## config.mk

```make
export PLATFORM = sky130hd
export DESIGN_NAME = pci_ctl
export DESIGN_NICKNAME = d
export VERILOG_FILES = /design/src/logic/pci_ctl_pkg.sv /design/src/logic/pci_ctl.sv
export SDC_FILE = /design/constraint.sdc
export NUM_CORES = 1
export LEC_CHECK = 0
export BUFFER_PORTS_ARGS = -buffer_cell sky130_fd_sc_hd__buf_2
export CAP_MARGIN = 10
export CORE_ASPECT_RATIO = 0.75
export CORE_MARGIN = 3
export CORE_UTILIZATION = 52
export CTS_CLUSTER_SIZE = 24
export DETAILED_ROUTE_END_ITERATION = 8
export GPL_TIMING_DRIVEN = 0
export PLACE_DENSITY_LB_ADDON = 0.25
export SKIP_CTS_REPAIR_TIMING = 1
export SYNTH_ARGS = -nofsm -noshare
export SYNTH_HDL_FRONTEND = slang
export SYNTH_SLANG_ARGS = --single-unit
```

## constraint.sdc

```tcl
create_clock -name CLK_SYS -period 5.5 [get_ports CLK_SYS]
set_clock_uncertainty 0.05 [all_clocks]
set_input_delay 1.1 -clock CLK_SYS [delete_from_list [all_inputs] [get_ports CLK_SYS]]
set_output_delay 1.1 -clock CLK_SYS [all_outputs]
set_load 0.03 [all_outputs]
```

## src/logic/pci_ctl_pkg.sv

```systemverilog
// shared constants and types for the bus control handshake block
package pci_ctl_pkg;

   // command register view
   localparam logic [7:0] CMD_REG_OFFSET = 8'h04;
   localparam int CMD_PERR_EN_BIT = 6;
   localparam int CMD_SERR_EN_BIT = 8;

   // bus command codes, address phase
   localparam logic [2:0] CMD_CFG_HI = 3'h5;

   // initiator waits this many clocks after frame start for a claim
   localparam logic [3:0] DEVSEL_TIMEOUT_CLKS = 4'h5;

   // reset values
   localparam logic [7:0] LEFT_RST = 8'h00;
   localparam logic [3:0] TMO_RST = 4'h0;

   // control lines as sampled, active high
   typedef struct packed {
      logic frame;
      logic irdy;
      logic trdy;
      logic devsel;
      logic stop;
   } ctl_t;

   // one driven control pin: level and enable (enable low drives)
   typedef struct packed {
      logic lvl;
      logic oe_n;
   } drv_t;

   typedef enum logic [1:0] {I_IDLE, I_ADDR, I_DATA, I_TURN} init_st_t;
   typedef enum logic [1:0] {T_IDLE, T_DATA, T_TURN} tgt_st_t;

endpackage : pci_ctl_pkg

```

## src/logic/pci_ctl.sv

```systemverilog
// bus control handshake: claim, framing, ready handshake, arbitration, parity errors
// Contract
// - as target, assert the select line to claim a cycle addressed here
// - as initiator, watch select; end with master abort if nobody claims
// - the initiator drives frame; transfers run while frame is asserted
// - frame released means the current data phase is the last one
// - grant may come unrequested through parking; handle it
// - answer configuration cycles only when the chip select input is high
// - a data phase completes on an edge with both ready lines asserted
// - drive parity error on mismatch only when command bit 6 is set
// - pulse system error when command bit 8 is set, even when not target
// - also pulse system error on card side address parity error
// - assert request to the arbiter whenever an initiator cycle is needed
// - target may assert stop; the initiator ends the transaction then
// - even parity over data and command lines, driven one clock later
`timescale 1ns/1ns
module pci_ctl #(
   parameter int LEN_W = 8
) (
   // clock and reset
   input wire logic CLK_SYS,
   input wire logic SYS_RST,
   // arbitration
   output logic REQ_N,
   input wire logic GNT_N,
   input wire logic IDSEL,
   // shared control lines
   input wire logic FRAME_N_I,
   output logic FRAME_N_O,
   output logic FRAME_N_OE_N,
   input wire logic IRDY_N_I,
   output logic IRDY_N_O,
   output logic IRDY_N_OE_N,
   input wire logic TRDY_N_I,
   output logic TRDY_N_O,
   output logic TRDY_N_OE_N,
   input wire logic DEVSEL_N_I,
   output logic DEVSEL_N_O,
   output logic DEVSEL_N_OE_N,
   input wire logic STOP_N_I,
   output logic STOP_N_O,
   output logic STOP_N_OE_N,
   // parity and errors
   input wire logic [31:0] AD_I,
   input wire logic [3:0] CBE_N_I,
   input wire logic AD_OE_N,
   input wire logic PAR_I,
   output logic PAR_O,
   output logic PAR_OE_N,
   input wire logic PERR_N_I,
   output logic PERR_N_O,
   output logic PERR_N_OE_N,
   output logic SERR_N_O,
   output logic SERR_N_OE_N,
   input wire logic [15:0] CMD_REG,
   input wire logic CB_ADDR_PERR,
   // initiator user side
   input wire logic INIT_START,
   input wire logic [LEN_W-1:0] INIT_LEN,
   output logic INIT_BUSY,
   output logic INIT_XFER,
   output logic INIT_DONE,
   output logic INIT_ABORT,
   output logic PARKED,
   // target user side
   input wire logic TGT_HIT,
   input wire logic TGT_READY,
   input wire logic TGT_DISC,
   output logic TGT_SEL,
   output logic TGT_XFER,
   output logic PERR_SEEN
);

   pci_ctl_pkg::ctl_t bus;
   pci_ctl_pkg::init_st_t ist_r;
   pci_ctl_pkg::tgt_st_t tst_r;
   pci_ctl_pkg::drv_t frame_r, irdy_r, trdy_r, devsel_r, stop_r;
   logic pend_r;
   logic [LEN_W-1:0] left_r;
   logic last_r;
   logic [3:0] tmo_r;
   logic claimed_r;
   logic frame_prev_r;
   logic tgt_wr_r;
   logic par_calc_r;
   logic addr_chk_r;
   logic data_chk_r;
   logic [1:0] perr_seq_r;
   logic addr_phase;
   logic is_cfg;
   logic tgt_hit_now;
   logic phase_done;
   logic bus_idle;

   // pins are synchronous to this clock; only the active sense is flipped
   assign bus = '{frame: ~FRAME_N_I, irdy: ~IRDY_N_I, trdy: ~TRDY_N_I,
                  devsel: ~DEVSEL_N_I, stop: ~STOP_N_I};
   assign bus_idle = ~bus.frame & ~bus.irdy;
   assign phase_done = bus.irdy & bus.trdy;
   assign addr_phase = bus.frame & ~frame_prev_r & ~bus.irdy;
   // command codes are the raw line levels, not the inverted byte enables
   assign is_cfg = CBE_N_I[3:1] == pci_ctl_pkg::CMD_CFG_HI;
   // configuration cycles need the chip select, others the address decode
   assign tgt_hit_now = is_cfg ? IDSEL : TGT_HIT;

   always_ff @(posedge CLK_SYS)
   begin
      if (SYS_RST)
      begin
         frame_prev_r <= 1'b0;
      end
      else
      begin
         frame_prev_r <= bus.frame;
      end
   end

   // pending request and the request line
   always_ff @(posedge CLK_SYS)
   begin
      if (SYS_RST)
      begin
         pend_r <= 1'b0;
         REQ_N <= 1'b1;
      end
      else
      begin
         if (ist_r == pci_ctl_pkg::I_ADDR)
         begin
            pend_r <= 1'b0;
         end
         else if (INIT_START && ist_r == pci_ctl_pkg::I_IDLE)
         begin
            pend_r <= 1'b1;
         end
         // request held until the address phase ends
         REQ_N <= ~((pend_r | INIT_START) && ist_r == pci_ctl_pkg::I_IDLE);
      end
   end

   // initiator sequence
   always_ff @(posedge CLK_SYS)
   begin
      if (SYS_RST)
      begin
         ist_r <= pci_ctl_pkg::I_IDLE;
         frame_r <= '{lvl: 1'b1, oe_n: 1'b1};
         irdy_r <= '{lvl: 1'b1, oe_n: 1'b1};
         left_r <= LEN_W'(pci_ctl_pkg::LEFT_RST);
         last_r <= 1'b0;
         tmo_r <= pci_ctl_pkg::TMO_RST;
         claimed_r <= 1'b0;
         INIT_XFER <= 1'b0;
         INIT_DONE <= 1'b0;
         INIT_ABORT <= 1'b0;
         PARKED <= 1'b0;
      end
      else
      begin
         INIT_XFER <= 1'b0;
         INIT_DONE <= 1'b0;
         INIT_ABORT <= 1'b0;
         // grant with nothing pending: bus parked here, datapath keeps it driven
         PARKED <= ~GNT_N & ~pend_r & bus_idle & ist_r == pci_ctl_pkg::I_IDLE;
         case (ist_r)
            pci_ctl_pkg::I_IDLE:
            begin
               frame_r.oe_n <= 1'b1;
               irdy_r.oe_n <= 1'b1;
               // grant only counts once the running transaction is over
               if (pend_r && !GNT_N && bus_idle && tst_r == pci_ctl_pkg::T_IDLE)
               begin
                  ist_r <= pci_ctl_pkg::I_ADDR;
                  frame_r <= '{lvl: 1'b0, oe_n: 1'b0};
                  irdy_r <= '{lvl: 1'b1, oe_n: 1'b0};
                  left_r <= INIT_LEN;
                  last_r <= 1'b0;
                  tmo_r <= 4'h1;
                  claimed_r <= 1'b0;
               end
            end
            pci_ctl_pkg::I_ADDR:
            begin
               ist_r <= pci_ctl_pkg::I_DATA;
               irdy_r.lvl <= 1'b0;
               tmo_r <= tmo_r + 4'h1;
               // single phase: frame drops with the first data phase
               if (left_r <= LEN_W'(1))
               begin
                  frame_r.lvl <= 1'b1;
                  last_r <= 1'b1;
               end
            end
            pci_ctl_pkg::I_DATA:
            begin
               if (tmo_r != 4'hF)
               begin
                  tmo_r <= tmo_r + 4'h1;
               end
               if (bus.devsel)
               begin
                  claimed_r <= 1'b1;
               end
               if (!claimed_r && !bus.devsel && tmo_r >= pci_ctl_pkg::DEVSEL_TIMEOUT_CLKS)
               begin
                  // nobody claimed: master abort
                  ist_r <= pci_ctl_pkg::I_TURN;
                  frame_r.lvl <= 1'b1;
                  irdy_r.lvl <= 1'b1;
                  INIT_ABORT <= 1'b1;
               end
               else if (last_r && (phase_done || (bus.irdy && bus.stop)))
               begin
                  ist_r <= pci_ctl_pkg::I_TURN;
                  irdy_r.lvl <= 1'b1;
                  INIT_XFER <= phase_done;
                  INIT_DONE <= 1'b1;
               end
               else if (bus.stop)
               begin
                  // target wants out: make the current phase the last
                  frame_r.lvl <= 1'b1;
                  last_r <= 1'b1;
                  if (phase_done)
                  begin
                     left_r <= left_r - LEN_W'(1);
                     INIT_XFER <= 1'b1;
                  end
               end
               else if (phase_done)
               begin
                  left_r <= left_r - LEN_W'(1);
                  INIT_XFER <= 1'b1;
                  if (left_r == LEN_W'(2))
                  begin
                     frame_r.lvl <= 1'b1;
                     last_r <= 1'b1;
                  end
               end
            end
            pci_ctl_pkg::I_TURN:
            begin
               // lines driven high one clock before release
               ist_r <= pci_ctl_pkg::I_IDLE;
               frame_r <= '{lvl: 1'b1, oe_n: 1'b1};
               irdy_r <= '{lvl: 1'b1, oe_n: 1'b1};
            end
            default:
            begin
               ist_r <= pci_ctl_pkg::I_IDLE;
            end
         endcase
      end
   end

   // target sequence
   always_ff @(posedge CLK_SYS)
   begin
      if (SYS_RST)
      begin
         tst_r <= pci_ctl_pkg::T_IDLE;
         devsel_r <= '{lvl: 1'b1, oe_n: 1'b1};
         trdy_r <= '{lvl: 1'b1, oe_n: 1'b1};
         stop_r <= '{lvl: 1'b1, oe_n: 1'b1};
         tgt_wr_r <= 1'b0;
         TGT_XFER <= 1'b0;
      end
      else
      begin
         TGT_XFER <= 1'b0;
         case (tst_r)
            pci_ctl_pkg::T_IDLE:
            begin
               devsel_r.oe_n <= 1'b1;
               trdy_r.oe_n <= 1'b1;
               stop_r.oe_n <= 1'b1;
               // never claim our own initiator cycle
               if (addr_phase && tgt_hit_now && ist_r == pci_ctl_pkg::I_IDLE)
               begin
                  tst_r <= pci_ctl_pkg::T_DATA;
                  devsel_r <= '{lvl: 1'b0, oe_n: 1'b0};
                  trdy_r <= '{lvl: ~TGT_READY, oe_n: 1'b0};
                  stop_r <= '{lvl: ~TGT_DISC, oe_n: 1'b0};
                  tgt_wr_r <= CBE_N_I[0];
               end
            end
            pci_ctl_pkg::T_DATA:
            begin
               if (bus.irdy && (bus.trdy || bus.stop) && !bus.frame)
               begin
                  tst_r <= pci_ctl_pkg::T_TURN;
                  devsel_r.lvl <= 1'b1;
                  trdy_r.lvl <= 1'b1;
                  stop_r.lvl <= 1'b1;
                  TGT_XFER <= phase_done;
               end
               else
               begin
                  TGT_XFER <= phase_done;
                  trdy_r.lvl <= ~TGT_READY;
                  // stop stays up until the initiator ends the frame
                  stop_r.lvl <= stop_r.lvl & ~TGT_DISC;
               end
            end
            pci_ctl_pkg::T_TURN:
            begin
               tst_r <= pci_ctl_pkg::T_IDLE;
               devsel_r.oe_n <= 1'b1;
               trdy_r.oe_n <= 1'b1;
               stop_r.oe_n <= 1'b1;
            end
            default:
            begin
               tst_r <= pci_ctl_pkg::T_IDLE;
            end
         endcase
      end
   end

   // parity: computed every clock, checked or driven one clock later
   always_ff @(posedge CLK_SYS)
   begin
      if (SYS_RST)
      begin
         par_calc_r <= 1'b0;
         PAR_O <= 1'b0;
         PAR_OE_N <= 1'b1;
         addr_chk_r <= 1'b0;
         data_chk_r <= 1'b0;
      end
      else
      begin
         par_calc_r <= ^{AD_I, CBE_N_I};
         PAR_O <= ^{AD_I, CBE_N_I};
         PAR_OE_N <= AD_OE_N;
         addr_chk_r <= addr_phase;
         data_chk_r <= tst_r == pci_ctl_pkg::T_DATA && tgt_wr_r && phase_done;
      end
   end

   // error signalling
   always_ff @(posedge CLK_SYS)
   begin
      if (SYS_RST)
      begin
         perr_seq_r <= 2'h0;
         PERR_N_O <= 1'b1;
         PERR_N_OE_N <= 1'b1;
         SERR_N_O <= 1'b0;
         SERR_N_OE_N <= 1'b1;
         PERR_SEEN <= 1'b0;
      end
      else
      begin
         SERR_N_O <= 1'b0;
         // address parity on any cycle, ours or not, plus the card side
         SERR_N_OE_N <= ~(CMD_REG[pci_ctl_pkg::CMD_SERR_EN_BIT] &&
            ((addr_chk_r && PAR_I != par_calc_r) || CB_ADDR_PERR));
         if (data_chk_r && PAR_I != par_calc_r && CMD_REG[pci_ctl_pkg::CMD_PERR_EN_BIT])
         begin
            perr_seq_r <= 2'h2;
         end
         else if (perr_seq_r != 2'h0)
         begin
            perr_seq_r <= perr_seq_r - 2'h1;
         end
         // low one clock, then high one clock before release
         PERR_N_O <= ~(data_chk_r && PAR_I != par_calc_r &&
            CMD_REG[pci_ctl_pkg::CMD_PERR_EN_BIT]);
         PERR_N_OE_N <= ~((data_chk_r && PAR_I != par_calc_r &&
            CMD_REG[pci_ctl_pkg::CMD_PERR_EN_BIT]) || perr_seq_r == 2'h2);
         PERR_SEEN <= ~PERR_N_I;
      end
   end

   // pin and status register images
   always_ff @(posedge CLK_SYS)
   begin
      if (SYS_RST)
      begin
         INIT_BUSY <= 1'b0;
         TGT_SEL <= 1'b0;
      end
      else
      begin
         INIT_BUSY <= pend_r | (ist_r != pci_ctl_pkg::I_IDLE);
         TGT_SEL <= tst_r == pci_ctl_pkg::T_DATA;
      end
   end

   assign FRAME_N_O = frame_r.lvl;
   assign FRAME_N_OE_N = frame_r.oe_n;
   assign IRDY_N_O = irdy_r.lvl;
   assign IRDY_N_OE_N = irdy_r.oe_n;
   assign TRDY_N_O = trdy_r.lvl;
   assign TRDY_N_OE_N = trdy_r.oe_n;
   assign DEVSEL_N_O = devsel_r.lvl;
   assign DEVSEL_N_OE_N = devsel_r.oe_n;
   assign STOP_N_O = stop_r.lvl;
   assign STOP_N_OE_N = stop_r.oe_n;

endmodule : pci_ctl

```

==> summary.md <==
| Metric | Value |
|---|---|
| Synth Instances | `~290` |
| Die Y-Extent | `around 67 µm` |
| Cell family contributing the most delay on the critical path | `compound AO/OA/AOI/OAI gates` |
| Post-synth EDFFs | `0` |
| Synthesized area | `roughly 2600 µm²` |
| Core Box Area | `roughly 4600 µm²` |
| Die area | `about 5800 µm²` |
| Crit Path Max Fanout | `7` |
| Synth top area share | `0.359` |
| Final Max Slew Viols | `0` |
| VDD IR max | `a little under 200 µV` |
| Worst-skew pair later-pin latency | `a little over 0.3 ns` |
| Max-Cap Viols | `0` |
| Crit path cell chain | `buf_2 -> nor3_1 -> o21ai_2 -> a211oi_4 -> nor2_1 -> a211oi_2` |
| Final core occ | `0.687` |
| Crit-path slowest cell | `a211oi_4` |
| Crit path kind | `primary input to flip-flop` |
| Post-synthesis sequential area ratio | `0.359` |
| Max Fclk | `~440 MHz` |
| Mapped Avg Cell Area | `a little under 9 µm²` |
| Crit path DAT | `~2.4 ns` |
| Number of CTS-inserted buffers | `5` |
| Site Rows | `21` |
| Hold Path Class | `flip-flop to flip-flop` |
| Outcome | `complete, no violations` |
| Iteration-0 DRC Markers | `103` |
| Clk sinks | `46` |
| Crit-path max cell delay | `around 0.4 ns` |
| Final GP Congestion | `between 0.9 and 1` |
| Most frequent cells in the layout | `buf_2, dfxtp_1, xnor2_1, nor2_1, nand2_1` |
| Syn nets | `between 300 and 400` |
| Initial Util | `0.558` |
| Area delta synth->final | `23.0%` |
| Grt ovf | `0` |
| Count of buffer and inverter cells on the critical path | `1` |
| Final cycle utilization of the critical path | `0.411` |
| Initial antenna violation count | `0` |
| Io pins | `102` |
| Vias in the first global route | `2,170` |
| Largest net degree at the start of global routing | `17` |
| Total chip power | `around 0.0011 W` |
| Share of cells above drive strength 1 | `0.312` |
| RSZ-0062 raised after global routing | `false` |
| Synth unique cells | `between 60 and 70` |
| First-pass detailed-route iteration total | `5` |
| Max H-tree Level | `2` |
| Top cell type by total area after synthesis | `dfxtp_1` |
| CTS max path bufs | `2` |
| # diodes | `0` |
| Drc violations | `0` |
| First-pass GRT wire length | `a little under 10,000 µm` |
| Fin cells | `about 440` |
| ANT nets after route | `0` |
| Clk pin slew, worst setup/hold paths | `approximately 0.10 ns` |
| Main area contributors after synthesis | `dfxtp_1, xnor2_1, ha_1` |
| P_leak | `1.36 nW` |
| Vias per cell | `between 5 and 6` |
| Most common cell after layout, fill and taps aside | `buf_2` |
| CP endpoint kind | `flip-flop` |
| Root Driver | `clkbuf_8` |
| NumNets Final | `around 470` |
| Worst slew margin | `0.634` |
| Vias post-DR | `about 2,300` |
| Number of port buffers | `85` |
| Synth warn | `0` |
| Die W | `~87 µm` |
| GR Util All Layers | `0.217` |
| Inst Count DP | `about 430` |
| CTS tree | `done` |
| Min Clock Period, post-route | `about 2.3 ns` |
| Post-DP HPWL | `roughly 4800 µm` |
| Worst slew pin tran | `0.544 ns` |
| Pwr dens | `around 330 nW/µm²` |
| Final setup fails | `0` |
| Hold slack final | `slightly above 0.4 ns` |
| Number of synthesized register bits | `46` |
| Required time worst endpoint | `around 5.7 ns` |
| Primary FF master, synth | `dfxtp_1` |
| WL/cell | `~14 µm` |
| TNS Setup | `0 ns` |
| Crit start category | `primary input` |
| Routed WL | `about 6000 µm` |
| FFs w/ async S/R, synth | `0` |
| Endpoints failing hold | `0` |
Yosys cell counts (2+ instances only):
cell and instances:
a211oi_1 2, a21o_1 3, a21oi_1 15, a21oi_2 2
a22oi_1 3, a31o_1 2, and2_1 5, and3_1 3
and3_4 2, buf_2 3, buf_4 4, clkbuf_1 5
dfxtp_1 46, ha_1 11, inv_1 15, mux2i_1 5
nand2_1 21, nand2b_1 5, nand3_1 5, nand3b_1 2
nand4_1 2, nor2_1 26, nor2_2 2, nor2b_1 4
nor3_1 8, nor4_1 4, o211ai_1 4, o21ai_0 9
o21ai_1 6, or2_1 2, xnor2_1 29, xor2_1 4
where the power goes:
part	switching (W)	internal [W]
logic	0.000247	0.000188
clock network	0.000123	0.0000918
registers	0.0000321	0.000369
total	0.000403	0.000649
final timing paths:
path,start,endpoint,slack [ns],cells past startpoint
worst max-delay path,IRDY_N_I,left_r[1],3.24,6
worst min-delay path,tgt_wr_r,data_chk_r,0.41,1
worst max register to register,ist_r[0],left_r[5],3.38,8
worst min register to register,tgt_wr_r,data_chk_r,0.41,1
metrics by stage:
step | cell area, µm² | worst slack (ns)
6_report | 3160 | 3.24
5_1_grt | 3160 | 3.13
4_1_cts | 3160 | 3.24
3_5_place_dp | 3060 | 2.91
3_3_place_gp | 3060 | 2.95
2_1_floorplan | 2570 | 3.17
worst register-to-register path: cells and delay by family, from the launching register on:
kind / cells / cell delay, ns
buf+inv: 4 / 1.07
flops: 1 / 0.34
fa+ha+maj: 1 / 0.15
simple gates: 1 / 0.08
compound gates: 2 / 0.31
sequential cells by signal, summed over array words and instances (netlist names), 2 cells and up:
name and flops:
ist_r 2, left_r 8, perr_seq_r 2, tmo_r 4, tst_r 2
area by class of cell:
class	instances	area [µm²]
buffer	12	63.8
clock buffer	5	68.8
clock inverter	3	25.0
fill	404	1440
inverter	16	60.1
multi-input combinational	215	1520
sequential	46	921
tap	57	71.3
timing repair buffer	85	425
metal layers:
metal  vias to the layer above  track usage  wire (µm)
met3                         9       0.0519        455
li1                       1177            -          -
met5                         -            0          0
met1                      1040        0.287       2820
met2                        79        0.350       2750
met4                         0       0.0670         67
logic make-up after synthesis:
family,count (synthesis),share of synthesized area
simple gates,99,0.209
fa+ha+maj,11,0.0536
compound gates,62,0.173
flops,46,0.359
other cells,1,0.00146
mux,7,0.0283
buf+inv,28,0.0482
xor+xnor,35,0.128
(Power assumes the default switching activity.)
